### src/rtl/pmc_pkg.sv
// constants, register map and mode codes for the power mode controller
// Operation
// - writing the power-down bit enters power down; fetching stops until hardware reset.
// - writing the idle bit enters idle; execution suspends right after that write.
// - idle ends only on hardware reset or an enabled interrupt.
// - interrupt wake services the interrupt, then execution resumes after the idle write.
// - in idle or power down the low-order port pins float.
// - control register holds baud doubling bit plus four bits, two general-purpose flags.
// - port releases a pin when one is written, pulls it low when zero.
package pmc_pkg;

  localparam logic [11:0] ADDR_PWR_CTL   = 12'h000;
  localparam logic [11:0] ADDR_PORT0     = 12'h004;
  localparam logic [11:0] ADDR_STAT      = 12'h008;

  localparam int          PC_IDLE        = 0;
  localparam int          PC_PDOWN       = 1;
  localparam int          PC_GF0         = 2;
  localparam int          PC_GF1         = 3;
  localparam int          PC_BAUD        = 7;
  localparam logic [7:0]  PWR_CTL_MASK   = 8'h8F;
  localparam logic [7:0]  PWR_CTL_RST    = 8'h00;
  localparam logic [7:0]  PORT0_RST      = 8'hFF;

  localparam int          STAT_MODE_LSB  = 0;
  localparam int          STAT_PIN_LSB   = 8;

  localparam int          MC_CLKS        = 12;
  localparam int          RST_HOLD_MC    = 2;
  localparam logic [4:0]  RST_HOLD_CLKS  = 5'(MC_CLKS * RST_HOLD_MC);

  typedef enum logic [2:0] {
    PMC_RUN   = 3'b001,
    PMC_IDLE  = 3'b010,
    PMC_PDOWN = 3'b100
  } pmc_mode_e;

endpackage : pmc_pkg

### src/rtl/pmc_if.sv
// link between the register slave and the mode controller
`timescale 1ns/1ps
interface pmc_if;
  logic [7:0]          pwr_ctl;
  logic [7:0]          p0_latch;
  logic                pwr_ctl_wr;
  logic [7:0]          pwr_ctl_wdata;
  logic                clr_idle;
  logic                hw_rst;
  pmc_pkg::pmc_mode_e  mode;
  logic [7:0]          p0_pins;

  modport regs (
    output pwr_ctl, p0_latch, pwr_ctl_wr, pwr_ctl_wdata,
    input  clr_idle, hw_rst, mode, p0_pins
  );
  modport ctl (
    input  pwr_ctl, p0_latch, pwr_ctl_wr, pwr_ctl_wdata,
    output clr_idle, hw_rst, mode, p0_pins
  );
endinterface : pmc_if

### src/rtl/pmc_regs.sv
// apb register slave: power control, port latch and status
`timescale 1ns/1ps
module pmc_regs (
  input  wire logic        ref_clk,
  input  wire logic        rst_n,
  input  wire logic        psel,
  input  wire logic        penable,
  input  wire logic        pwrite,
  input  wire logic [11:0] paddr,
  input  wire logic [31:0] pwdata,
  output logic      [31:0] prdata,
  output logic             pready,
  output logic             pslverr,
  pmc_if.regs              bus
);

  logic        acc;
  logic        wr_en;
  logic        hit;
  logic [7:0]  pwr_ctl_r;
  logic [7:0]  p0_r;
  logic [31:0] rdata_r;

  assign acc      = psel & penable;
  assign wr_en    = acc & pwrite;
  assign hit      = (paddr == pmc_pkg::ADDR_PWR_CTL) | (paddr == pmc_pkg::ADDR_PORT0)
                  | (paddr == pmc_pkg::ADDR_STAT);
  assign pready   = acc;
  assign pslverr  = acc & ~hit;
  assign prdata   = rdata_r;

  assign bus.pwr_ctl       = pwr_ctl_r;
  assign bus.p0_latch      = p0_r;
  assign bus.pwr_ctl_wr    = wr_en & (paddr == pmc_pkg::ADDR_PWR_CTL);
  assign bus.pwr_ctl_wdata = pwdata[7:0] & pmc_pkg::PWR_CTL_MASK;

  // software write beats the hardware idle clear
  always_ff @(posedge ref_clk or negedge rst_n) begin
    if (!rst_n) begin
      pwr_ctl_r <= pmc_pkg::PWR_CTL_RST;
    end else if (bus.hw_rst) begin
      pwr_ctl_r <= pmc_pkg::PWR_CTL_RST;
    end else if (bus.pwr_ctl_wr) begin
      pwr_ctl_r <= bus.pwr_ctl_wdata;
    end else if (bus.clr_idle) begin
      pwr_ctl_r[pmc_pkg::PC_IDLE] <= 1'b0;
    end
  end

  always_ff @(posedge ref_clk or negedge rst_n) begin
    if (!rst_n) begin
      p0_r <= pmc_pkg::PORT0_RST;
    end else if (bus.hw_rst) begin
      p0_r <= pmc_pkg::PORT0_RST;
    end else if (wr_en && paddr == pmc_pkg::ADDR_PORT0) begin
      p0_r <= pwdata[7:0];
    end
  end

  // read data captured in the setup cycle
  always_ff @(posedge ref_clk or negedge rst_n) begin
    if (!rst_n) begin
      rdata_r <= 32'h0000_0000;
    end else if (psel && !penable) begin
      rdata_r <= 32'h0000_0000;
      unique case (paddr)
        pmc_pkg::ADDR_PWR_CTL: rdata_r[7:0] <= pwr_ctl_r;
        pmc_pkg::ADDR_PORT0: rdata_r[7:0] <= p0_r;
        pmc_pkg::ADDR_STAT: begin
          rdata_r[pmc_pkg::STAT_MODE_LSB +: 3] <= bus.mode;
          rdata_r[pmc_pkg::STAT_PIN_LSB +: 8]  <= bus.p0_pins;
        end
        default:             rdata_r <= 32'h0000_0000;
      endcase
    end
  end

  gp_flags_a: assert property (@(posedge ref_clk) disable iff (!rst_n)
    bus.pwr_ctl_wr && !bus.hw_rst |=> pwr_ctl_r[3:2] == $past(pwdata[3:2])
      && pwr_ctl_r[7] == $past(pwdata[7]) && pwr_ctl_r[6:4] == 3'h0)
    else $error("control register flags not stored");

  unmapped_err_a: assert property (@(posedge ref_clk) disable iff (!rst_n)
    acc && !hit |-> pslverr && pready)
    else $error("unmapped access not flagged");

endmodule : pmc_regs

### src/rtl/pmc_top.sv
// power mode controller: idle and power-down sequencing, reset filter, port release
//
// The APB interface to the registers and the placing of the registers were left to the implementer.
`timescale 1ns/1ps
module pmc_top (
  input  wire logic        ref_clk,
  input  wire logic        nrst,
  input  wire logic        psel,
  input  wire logic        penable,
  input  wire logic        pwrite,
  input  wire logic [11:0] paddr,
  input  wire logic [31:0] pwdata,
  output logic      [31:0] prdata,
  output logic             pready,
  output logic             pslverr,
  input  wire logic        rst_pin,
  input  wire logic        irq_req,
  output logic             core_reset,
  output logic             cpu_clk_en,
  output logic             fetch_en,
  output logic             periph_clk_en,
  output logic             irq_wake,
  output logic             baud_double,
  input  wire logic [7:0]  p0_in,
  output logic      [7:0]  p0_out,
  output logic      [7:0]  p0_oe
);

  logic               rst_q1;
  logic               rst_n;
  logic [4:0]         rst_cnt_r;
  logic               hw_rst_r;
  pmc_pkg::pmc_mode_e state_r;
  pmc_pkg::pmc_mode_e state_nxt;
  logic               wake_r;

  pmc_if bus ();

  always_ff @(posedge ref_clk or negedge nrst) begin
    if (!nrst) begin
      rst_q1 <= 1'b0;
      rst_n  <= 1'b0;
    end else begin
      rst_q1 <= 1'b1;
      rst_n  <= rst_q1;
    end
  end

  pmc_regs pmc_regs_i (
    .ref_clk (ref_clk),
    .rst_n   (rst_n),
    .psel    (psel),
    .penable (penable),
    .pwrite  (pwrite),
    .paddr   (paddr),
    .pwdata  (pwdata),
    .prdata  (prdata),
    .pready  (pready),
    .pslverr (pslverr),
    .bus     (bus.regs)
  );

  // reset pin must stay high a full hold time before it counts
  always_ff @(posedge ref_clk or negedge rst_n) begin
    if (!rst_n) begin
      rst_cnt_r <= 5'h00;
    end else if (!rst_pin) begin
      rst_cnt_r <= 5'h00;
    end else if (rst_cnt_r != pmc_pkg::RST_HOLD_CLKS) begin
      rst_cnt_r <= rst_cnt_r + 5'h01;
    end
  end

  always_ff @(posedge ref_clk or negedge rst_n) begin
    if (!rst_n) begin
      hw_rst_r <= 1'b0;
    end else begin
      hw_rst_r <= rst_pin && (rst_cnt_r == pmc_pkg::RST_HOLD_CLKS - 5'h01
                              || rst_cnt_r == pmc_pkg::RST_HOLD_CLKS);
    end
  end

  always_comb begin
    state_nxt = state_r;
    unique case (state_r)
      pmc_pkg::PMC_RUN: begin
        if (bus.pwr_ctl_wr && bus.pwr_ctl_wdata[pmc_pkg::PC_PDOWN]) begin
          state_nxt = pmc_pkg::PMC_PDOWN;
        end else if (bus.pwr_ctl_wr && bus.pwr_ctl_wdata[pmc_pkg::PC_IDLE]) begin
          state_nxt = pmc_pkg::PMC_IDLE;
        end
      end
      pmc_pkg::PMC_IDLE: begin
        if (irq_req) begin
          state_nxt = pmc_pkg::PMC_RUN;
        end
      end
      pmc_pkg::PMC_PDOWN: begin
        state_nxt = pmc_pkg::PMC_PDOWN;
      end
    endcase
    if (hw_rst_r) begin
      state_nxt = pmc_pkg::PMC_RUN;
    end
  end

  always_ff @(posedge ref_clk or negedge rst_n) begin
    if (!rst_n) begin
      state_r <= pmc_pkg::PMC_RUN;
    end else begin
      state_r <= state_nxt;
    end
  end

  // one-cycle wake pulse tells the core to take the pending interrupt
  always_ff @(posedge ref_clk or negedge rst_n) begin
    if (!rst_n) begin
      wake_r <= 1'b0;
    end else begin
      wake_r <= (state_r == pmc_pkg::PMC_IDLE) && irq_req && !hw_rst_r;
    end
  end

  assign bus.clr_idle = (state_r == pmc_pkg::PMC_IDLE) && irq_req && !hw_rst_r;
  assign bus.hw_rst   = hw_rst_r;
  assign bus.mode     = state_r;
  assign bus.p0_pins  = p0_in;

  assign core_reset    = hw_rst_r;
  assign cpu_clk_en    = state_r[0];
  assign fetch_en      = state_r[0];
  assign periph_clk_en = ~state_r[2];
  assign irq_wake      = wake_r;
  assign baud_double   = bus.pwr_ctl[pmc_pkg::PC_BAUD];

  // open-drain port: drive low only for a zero latch bit while running
  genvar gi;
  generate
    for (gi = 0; gi < 8; gi++) begin : g_p0
      assign p0_out[gi] = 1'b0;
      assign p0_oe[gi]  = state_r[0] & ~bus.p0_latch[gi];
    end
  endgenerate

  pdown_hold_a: assert property (@(posedge ref_clk) disable iff (!rst_n)
    state_r == pmc_pkg::PMC_PDOWN && !hw_rst_r && !irq_req ##1 irq_req
      |-> state_r == pmc_pkg::PMC_PDOWN && !fetch_en)
    else $error("power down left without reset");

  pdown_enter_a: assert property (@(posedge ref_clk) disable iff (!rst_n)
    state_r == pmc_pkg::PMC_RUN && bus.pwr_ctl_wr && bus.pwr_ctl_wdata[1] && !hw_rst_r
      |=> !fetch_en && !periph_clk_en)
    else $error("power down not entered");

  idle_enter_a: assert property (@(posedge ref_clk) disable iff (!rst_n)
    state_r == pmc_pkg::PMC_RUN && bus.pwr_ctl_wr
      && bus.pwr_ctl_wdata[1:0] == 2'b01 && !hw_rst_r
      |=> state_r == pmc_pkg::PMC_IDLE && !cpu_clk_en && bus.pwr_ctl[0])
    else $error("idle not entered on write");

  idle_stay_a: assert property (@(posedge ref_clk) disable iff (!rst_n)
    state_r == pmc_pkg::PMC_IDLE && !irq_req && !hw_rst_r |=> state_r == pmc_pkg::PMC_IDLE)
    else $error("idle ended without cause");

  irq_wake_a: assert property (@(posedge ref_clk) disable iff (!rst_n)
    state_r == pmc_pkg::PMC_IDLE && irq_req && !hw_rst_r
      |=> cpu_clk_en && irq_wake && !bus.pwr_ctl[0] ##1 !irq_wake)
    else $error("interrupt wake wrong");

  port_float_a: assert property (@(posedge ref_clk) disable iff (!rst_n)
    state_r != pmc_pkg::PMC_RUN |-> p0_oe == 8'h00)
    else $error("port driven in low power mode");

  port_drive_a: assert property (@(posedge ref_clk) disable iff (!rst_n)
    $past(state_r == pmc_pkg::PMC_RUN && bus.pwr_ctl_wr == 1'b0) && state_r == pmc_pkg::PMC_RUN
      |-> p0_oe == ~bus.p0_latch && p0_out == 8'h00)
    else $error("port drive does not follow latch");

  hw_reset_a: assert property (@(posedge ref_clk) disable iff (!rst_n)
    $rose(hw_rst_r) |-> $past(rst_cnt_r) == pmc_pkg::RST_HOLD_CLKS - 5'h01 ##1
      state_r == pmc_pkg::PMC_RUN && bus.pwr_ctl == 8'h00)
    else $error("reset pin filter wrong");

  idle_periph_a: assert property (@(posedge ref_clk) disable iff (!rst_n)
    state_r == pmc_pkg::PMC_IDLE |-> periph_clk_en && !fetch_en)
    else $error("peripheral clock stopped in idle");

  // an interrupt outside idle must never raise the wake pulse
  run_no_wake_a: assert property (@(posedge ref_clk) disable iff (!rst_n)
    state_r != pmc_pkg::PMC_IDLE |=> !irq_wake)
    else $error("wake pulse outside idle");

endmodule : pmc_top

### config.mk
export PLATFORM = sky130hd
export DESIGN_NAME = pmc_top
export DESIGN_NICKNAME = d
export VERILOG_FILES = /design/src/rtl/pmc_pkg.sv /design/src/rtl/pmc_if.sv /design/src/rtl/pmc_regs.sv /design/src/rtl/pmc_top.sv
export SDC_FILE = /design/constraint.sdc
export NUM_CORES = 1
export LEC_CHECK = 0
export ABC_CLOCK_PERIOD_IN_PS = 2900
export BUFFER_PORTS_ARGS = -buffer_cell sky130_fd_sc_hd__clkbuf_2
export CAP_MARGIN = 20
export CORE_MARGIN = 2
export CORE_UTILIZATION = 35
export CTS_CLUSTER_DIAMETER = 120
export DETAILED_ROUTE_END_ITERATION = 6
export GPL_ROUTABILITY_DRIVEN = 0
export GPL_TIMING_DRIVEN = 1
export PLACE_DENSITY = 0.64
export SYNTH_ARGS = -nofsm -noshare
export SYNTH_HDL_FRONTEND = slang
export SYNTH_SLANG_ARGS = --single-unit
### constraint.sdc
create_clock -name ref_clk -period 2.9 [get_ports ref_clk]
set_input_delay 0.145 -clock ref_clk [delete_from_list [all_inputs] [get_ports ref_clk]]
set_output_delay 0.145 -clock ref_clk [all_outputs]
set_load 0.05 [all_outputs]
* Yosys cells after proc, flatten, opt, wreduce, memory -nomap -nowiden
Cells that the tools add are included.
** Storage, ports and cells
- Input bits :: 59
- Output and inout bits :: 56
- Word-level logic and storage cells :: 77
- Register bits :: 44
** Cells by class
- Eq/ne operators :: 11
- Add/subtract/negate cells :: 1
- Reductions and logical operators :: 15
- Multiplexer cells :: 16
- Bitwise gates (word level) :: 24
** Operators by type and width (number)
- $mux 8 :: 4
- $pmux 3 s3 :: 2
- $and 1x1->1 :: 12
- $eq 12x3->1 const B :: 1
- $eq 12x4->1 const B :: 1
- $logic_not 12->1 :: 1
- $mux 3 :: 4
- $eq 5x5->1 const B :: 2
- $mux 5 :: 2
- $not 1->1 :: 10
- $pmux 5 s2 :: 1
- $logic_and 1x1->1 :: 7
- $mux 7 :: 1
- $add 5x1->5 const B :: 1
- $ne 5x5->1 const B :: 1
- $ne 4x4->1 const B :: 1
- $reduce_bool 2->1 :: 2
- $eq 3x1->1 const B :: 1
- $eq 3x2->1 const B :: 1
- $eq 3x3->1 const B :: 1
- $ne 3x3->1 const B :: 1
- $reduce_bool 3->1 :: 1
- $logic_not 1->1 :: 2
- $mux 1 :: 2
- 4 further kinds :: 5

* Longest topological paths before layout
Gate-level depths: netlist (run 1).
- Depth after elaboration :: 8
- Depth in mapped cells :: 6
- Depth with buffers taken out :: 6

* Modules after synthesis
From an unflattened synthesis (run 1), not the netlist that was laid out.
** Second synthesis, totals
- Cells, all modules :: 232
- Area, all modules :: 2339.7 um2
** Modules (own cells, without submodules)
- pmc_regs :: area each 1631.6 um2, times used 1, seq. area each 735.7 um2, cells an instance 162
- pmc_top :: area each 708.2 um2, times used 1, seq. area each 301.5 um2, cells an instance 70

* Worst setup path after synthesis (run 1)
Ideal clock, no wire load.
- Kind :: register to output
- Start point :: register state_r[0] (netlist: bus.mode[0])
- End point :: output port p0_oe[0]
- Data required time :: 2755 ps
- Buffers on the path :: 1
- Arrival time :: 1701 ps
- Path slack :: 1054 ps
- Stages on the path, launching flop included :: 3
- Cell sequence :: dfstp_2 clkbuf_1 nor2b_1
** Between the ends
- Cells in the longest elaborated chain, start to end :: 1
** RTL lines
- start, declared :: RTL line pmc_top.sv:33 : pmc_pkg::pmc_mode_e state_r;
- start signal, assigned :: RTL line pmc_top.sv:109 : state_r <= pmc_pkg::PMC_RUN;
- start signal, assigned :: RTL line pmc_top.sv:111 : state_r <= state_nxt;
- $and 1x1->1 :: RTL line pmc_top.sv:141 : assign p0_oe[gi] = state_r[0] & ~bus.p0_latch[gi];
- end, declared :: RTL line pmc_top.sv:26 : output logic [7:0] p0_oe
No other way between the ends.

* Worst setup path in the final report (run 1)
- Start point :: input port paddr[9]
- End point :: output port pslverr
** Between the ends
- Cells in the longest elaborated chain, start to end :: 5
- Elaborated cells on any way between the ends :: 7
- Classes of those cells :: eq/ne (2); bitwise (4); reduce/logical (1)
** RTL lines
- start, declared :: RTL line pmc_top.sv:11 : input wire logic [11:0] paddr,
- $eq 12x3->1 / $logic_not 12->1 (equally long branches) :: RTL line pmc_regs.sv:26 : assign hit = (paddr == pmc_pkg::ADDR_PWR_CTL) | (paddr == pmc_pkg::ADDR_PORT0)
- $or 1x1->1 :: RTL line pmc_regs.sv:26
- $or 1x1->1 * :: RTL line pmc_regs.sv:27 : | (paddr == pmc_pkg::ADDR_STAT);
- $not 1->1 * :: RTL line pmc_regs.sv:29 : assign pslverr = acc & ~hit;
- $and 1x1->1 * :: RTL line pmc_regs.sv:29
- end, declared :: RTL line pmc_top.sv:15 : output logic pslverr,
Mark *: on every way between the ends. The rest lies on a longest branch, timed or not.

==> impl_metrics.tcl, run 1 <==
set metrics [dict create \
    postSynthCellCount 217 \
    cp-start-kind "input port" \
    ant_nets 0 \
    track_usage 0.141 \
    synth_compound_area_frac 0.155 \
    crit_buf_inv 2 \
    dr.pass1.iters 4 \
    io_buffer_count 66 \
    power_density_nw_per_um2 649 \
    ff2ff_path_depth 4 \
    synth-seq-cells 41 \
    fp.coreArea_um2 5960 \
    min_period_over_period 0.705 \
    maxCapViolCount 0 \
    crit_slowest_cell "or4_4" \
    critPathKind "in -> out" \
    setup_ws_ns 0.857 \
    cts_num_sinks 41 \
    cts_hold_buf 1 \
    crit_fanout 4 \
    path_cells "clkbuf_2 -> or4_4 -> or4_4 -> a21o_1 -> and2_2 -> clkbuf_2" \
    n_fill_cell 594 \
    period_minus_slack_ns 2.04 \
    post_cts_resized 0 \
    drc 0 \
    tritoncts "yes" \
    worstPathArrival_ns 1.90 \
    critPathTopFamily "simple AND/OR/NAND/NOR gates" \
    drt-initial-drc-count 66 \
    die_height_um 82.5 \
    final_max_slew_viol_count 0 \
    dpl_cell_area_um2 2450 \
    synth-warning-count 0 \
    clock-root-buffer "clkbuf_8" \
    cts_buffers 5 \
    max_freq_mhz 489 \
    p_leak_nw 1.39 \
    regArea_um2 1040 \
    start_util 0.362 \
    clk_latency_ns 0.29 \
    r2r_start "bus.mode[2]" \
    cts.path.max_buffers 2 \
    synth_most_common_cell "dfrtp_1" \
    status "finished, final reports clean" \
    synthSimpleGateAreaFrac 0.191 \
    crit_required_ns 2.76 \
    clkSlewWorstSetupHoldPaths_ns 0.08 \
    worst-path-stages 6 \
    synth_seq_area_share 0.481 \
    via_per_inst 4.72 \
    synth_common_cells "dfrtp_1 (32), buf_4 (25), nand2_1 (14)" \
    finalSetupTns_ns 0 \
    yosysUniqueCellTypes 39 \
    final-setup-viol-count 0 \
    cp-end-kind "output port" \
    hold_class "in -> reg" \
    async_flop_share 1.00 \
    die_w_um 82.5 \
    final_area_um2 2560 \
    antenna_found_initial 0 \
    worst_pin_slew_ns 0.853 \
    grt_max_degree 40 \
    pin_count 115 \
    synthMuxAreaShare 0.0139 \
    gr-total-overflow 0 \
    ys.flop_type "dfrtp_1" \
    ir_drop_mv 0.323 \
    drive_gt1_frac 0.320 \
    synth_top_family_by_area "simple AND/OR/NAND/NOR gates" \
    wirelength_um 4590 \
    hold_depth 2 \
    synth-edff-count 0 \
    fin_util 0.430 \
    dieArea_um2 6810 \
    synth_top_area_share 0.371 \
    cts_setup_buffers 0 \
    yosys-top-cells-area "dfrtp_1 (37%), dfstp_2 (11%), buf_4 (8.7%), a22o_1 (5.3%), a211o_1 (3.7%)" \
    hpwl_um 3370 \
    post_drt_wl_per_cell_um 12.9 \
    diodes 0 \
    synth_xor_area_frac 0.0203 \
    multiInputGateArea_um2 938 \
    avgSynthCellArea_um2 9.94 \
    dpl_worst_slack_ns 0.857 \
    min_from "p0_in[4]" \
    synth_fa_ha_area_frac 0.0116 \
    area_delta_synth_final_pct 18.7 \
    cpPeakStageDelay_ns 0.54 \
    htree_levels 2 \
    hold_viol_final 0 \
    grt_pass1_vias 1520 \
    cp-startpoint "paddr[9]" \
    yosys.area.top_type "dfrtp_1" \
    grt_pass1_wl_um 7150 \
    dr_total_vias 1681 \
    rsz0062_at_grt "false" \
    rows 28 \
    relSlewSlack 0.431 \
    synth_area_um2 2160 \
    layout.nets 341 \
    finClkSkew_ns 0.00376 \
]
## worst reg2reg max path, delay by kind of cell (launching register included)
kind / cells / cell delay [ns]
simple gates: 3 / 0.96
flops: 1 / 0.45
compound gates: 1 / 0.09
## stage by stage
step / instances / hold WS, ns / total power [W]
2_1_floorplan: 240 / -0.151 / 0.00117
3_3_place_gp: 347 / -0.0681 / 0.00127
3_5_place_dp: 347 / -0.0668 / 0.00127
4_1_cts: 356 / 0.0718 / 0.00169
5_1_grt: 356 / 0.0681 / 0.00175
6_report: 356 / 0.0801 / 0.00166
## per-layer routing
metal	track usage	wire (um)	vias up
li1	-	-	831
met1	0.178	2150	779
met2	0.227	2000	64
met3	0.0500	393	7
met4	0.0443	53	0
met5	0	0	-
## cell type report
cell class / count / share of cell area
clock buffers: 7 / 0.0376
repair buffers: 68 / 0.136
inverters: 11 / 0.0161
flip-flops and latches: 41 / 0.405
clock inverters: 1 / 0.00195
multi-input cells: 153 / 0.366
well taps: 75 / 0.0366
## logic make-up after synthesis
logic type | count (synthesis)
other cells | 2
xor+xnor | 5
flops | 41
buf+inv | 46
mux | 3
fa+ha+maj | 2
compound gates | 45
simple gates | 73
## worst paths after layout
check / to / slack [ns]
hold / removal: pmc_regs_i.prdata[12] / 0.08
setup / recovery: pslverr / 0.86
hold reg to reg: rst_n / 0.36
min in group asynchronous: rst_n / 0.16
setup reg to reg: pmc_regs_i.bus.pwr_ctl[0] / 1.26
max in group asynchronous: rst_cnt_r[4] / 1.98
## layout by cell type, fill, tap and decap left out, types with 2 or more instances in the layout
cell type | synthesis | final
ha_1 | 2 | 2
a22o_1 | 13 | 13
nand2_1 | 14 | 14
nand3b_1 | 2 | 2
o31ai_1 | 3 | 3
nand2b_1 | 2 | 2
a211o_1 | 9 | 9
a21oi_1 | 13 | 13
and3_1 | 4 | 4
nor2_1 | 13 | 13
a21o_1 | 4 | 4
or4_4 | 2 | 2
nor3_1 | 3 | 3
conb_1 | 2 | 25
dfrtp_1 | 32 | 31
and2_1 | 4 | 4
nor3b_1 | 2 | 2
clkbuf_2 | 0 | 66
and4_1 | 2 | 2
xnor2_1 | 4 | 4
clkbuf_8 | 0 | 7
nand3_1 | 3 | 3
nor4_1 | 4 | 4
nor2b_1 | 11 | 11
mux2i_1 | 3 | 3
nand4_1 | 2 | 2
dfstp_2 | 9 | 9
inv_1 | 11 | 11
## state kept, by name (all words and copies together) (netlist names), 3 cells and up
signal / flops
bus.mode: 3
pmc_regs_i.bus.pwr_ctl: 5
pmc_regs_i.prdata: 16
pmc_regs_i.bus.p0_latch: 8
rst_cnt_r: 5
## report_power, final
| part | internal [W] | total, W | switching [W] |
|---|---|---|---|
| registers | 0.000602 | 0.000657 | 0.0000552 |
| logic | 0.000148 | 0.000595 | 0.000447 |
| clock network | 0.000215 | 0.000409 | 0.000194 |
| total | 0.000965 | 0.00166 | 0.000696 |
(Power assumes the default switching activity.)
==> run 2, diff against run 1 <==
--- a/config.mk
+++ b/config.mk
@@ -5,7 +5,7 @@
 export SDC_FILE = /design/constraint.sdc
 export NUM_CORES = 1
 export LEC_CHECK = 0
-export ABC_CLOCK_PERIOD_IN_PS = 2900
+export ABC_CLOCK_PERIOD_IN_PS = 1900
 export BUFFER_PORTS_ARGS = -buffer_cell sky130_fd_sc_hd__clkbuf_2
 export CAP_MARGIN = 20
 export CORE_MARGIN = 2
==> constraint.sdc (replaced) <==
create_clock -name ref_clk -period 1.9 [get_ports ref_clk]
set_input_delay 0.095 -clock ref_clk [delete_from_list [all_inputs] [get_ports ref_clk]]
set_output_delay 0.095 -clock ref_clk [all_outputs]
set_load 0.05 [all_outputs]
==> impl_metrics.tcl, run 2 (synthesis results as in run 1) <==
set metrics [dict create \
    rsz0062_at_grt "false" \
    dieArea_um2 6810 \
    setup_ws_ns 0.0340 \
    cts.path.max_buffers 2 \
    cts_buffers 5 \
    die_height_um 82.5 \
    power_density_nw_per_um2 1040 \
    final_max_slew_viol_count 0 \
    drt-initial-drc-count 80 \
    hold_class "in -> reg" \
    start_util 0.362 \
    clock-root-buffer "clkbuf_8" \
    grt_max_degree 39 \
    dpl_worst_slack_ns -0.0327 \
    htree_levels 2 \
    period_minus_slack_ns 1.87 \
    antenna_found_initial 0 \
    power.total_w 0.00275 \
    finClkSkew_ns 0.00535 \
    tritoncts "yes" \
    status "finished, final reports clean" \
    dp.cells 354 \
    final_cell_mix "clkbuf_2 (65), dfrtp_1 (31), conb_1 (25)" \
    gr-total-overflow 0 \
    hold_viol_final 0 \
    relSlewSlack 0.609 \
    via_per_inst 4.77 \
    wirelength_um 4650 \
    largest_register_ffs 16 \
    drc 0 \
    cp-start-kind "input port" \
    critPathKind "in -> out" \
    track_usage 0.141 \
    dr.pass1.iters 4 \
    clkSlewWorstSetupHoldPaths_ns 0.08 \
    drive_gt1_frac 0.337 \
    crit_fanout 2 \
    fin_cells 363 \
    final-setup-viol-count 0 \
    dr_total_vias 1733 \
    mostFrequentLayoutCell "clkbuf_2" \
    area_delta_synth_final_pct 22.8 \
    layout.nets 348 \
    ant_nets 0 \
    diodes 0 \
    maxCapViolCount 0 \
    hpwl_um 3520 \
    crit_required_ns 1.80 \
    fp.coreArea_um2 5960 \
    fin_util 0.445 \
    worst_pin_slew_ns 0.582 \
    io_buffer_count 66 \
    rows 28 \
    p_leak_nw 1.44 \
    min_period_over_period 0.982 \
    ir_drop_mv 0.743 \
    worstPathArrival_ns 1.77 \
    post_drt_wl_per_cell_um 12.8 \
    clk_latency_ns 0.29 \
    grt_pass1_wl_um 7190 \
    max_freq_mhz 536 \
    pin_count 115 \
    cp-end-kind "output port" \
    die_w_um 82.5 \
    cts_num_sinks 41 \
    grt_pass1_vias 1557 \
]
run 2: repair_timing:
action                                  CTS  global route
hold endpoints to repair                  2             0
buffers inserted                          0             0
hold buffers                              1             0
endpoints found under the setup margin    1             1
gates resized for setup                   1             1
run 2: layout make-up:
class,count,area [um^2]
clock buffer,5,68.8
clock inverter,3,65.1
fill,621,3310
inverter,11,41.3
multi-input combinational,153,938
sequential,41,1040
tap,75,93.8
timing repair buffer,75,403
run 2: per-layer routing:
layer  up-vias  GRT usage  routed length (um)
li1        848          -                   -
met1       812      0.181                2130
met2        66      0.228                2110
met3         7     0.0402                 354
met4         0     0.0492                  56
met5         -          0                   0
run 2: where the power goes:
part | internal (W) | leakage, nW | switching [W]
clock network | 0.000522 | 0.0681 | 0.000313
registers | 0.000919 | 0.528 | 0.0000711
logic | 0.000230 | 0.843 | 0.000697
total | 0.00167 | 1.44 | 0.00108
run 2: worst paths after layout:
path / from / to / slack, ns / depth (start not counted)
max: paddr[9] / pslverr / 0.03 / 6
min: p0_in[4] / pmc_regs_i.prdata[12] / 0.02 / 2
max reg2reg: bus.mode[0] / bus.mode[1] / 0.31 / 4
min reg2reg: rst_n / irq_wake / 0.03 / 0
max in group asynchronous: rst_n / pmc_regs_i.bus.p0_latch[4] / 1.21 / 1
min in group asynchronous: rst_n / irq_wake / 0.03 / 0
run 2: worst max-delay path, stage by stage:
cell and delay [ns]:
clkbuf_2 0.09, or4_4 0.54, or4_4 0.50, a21o_1 0.19, and2_2 0.19, buf_4 0.18
run 2: per-stage QoR:
stage | hold WS, ns | TNS [ns] | instance area [um^2]
after floorplan | -0.201 | 0 | 2240
after global placement | -0.119 | -0.0152 | 2500
after detailed placement | -0.117 | -0.0455 | 2500
after CTS | 0.0155 | 0 | 2650
after global routing | 0.0124 | 0 | 2650
final | 0.0224 | 0 | 2650
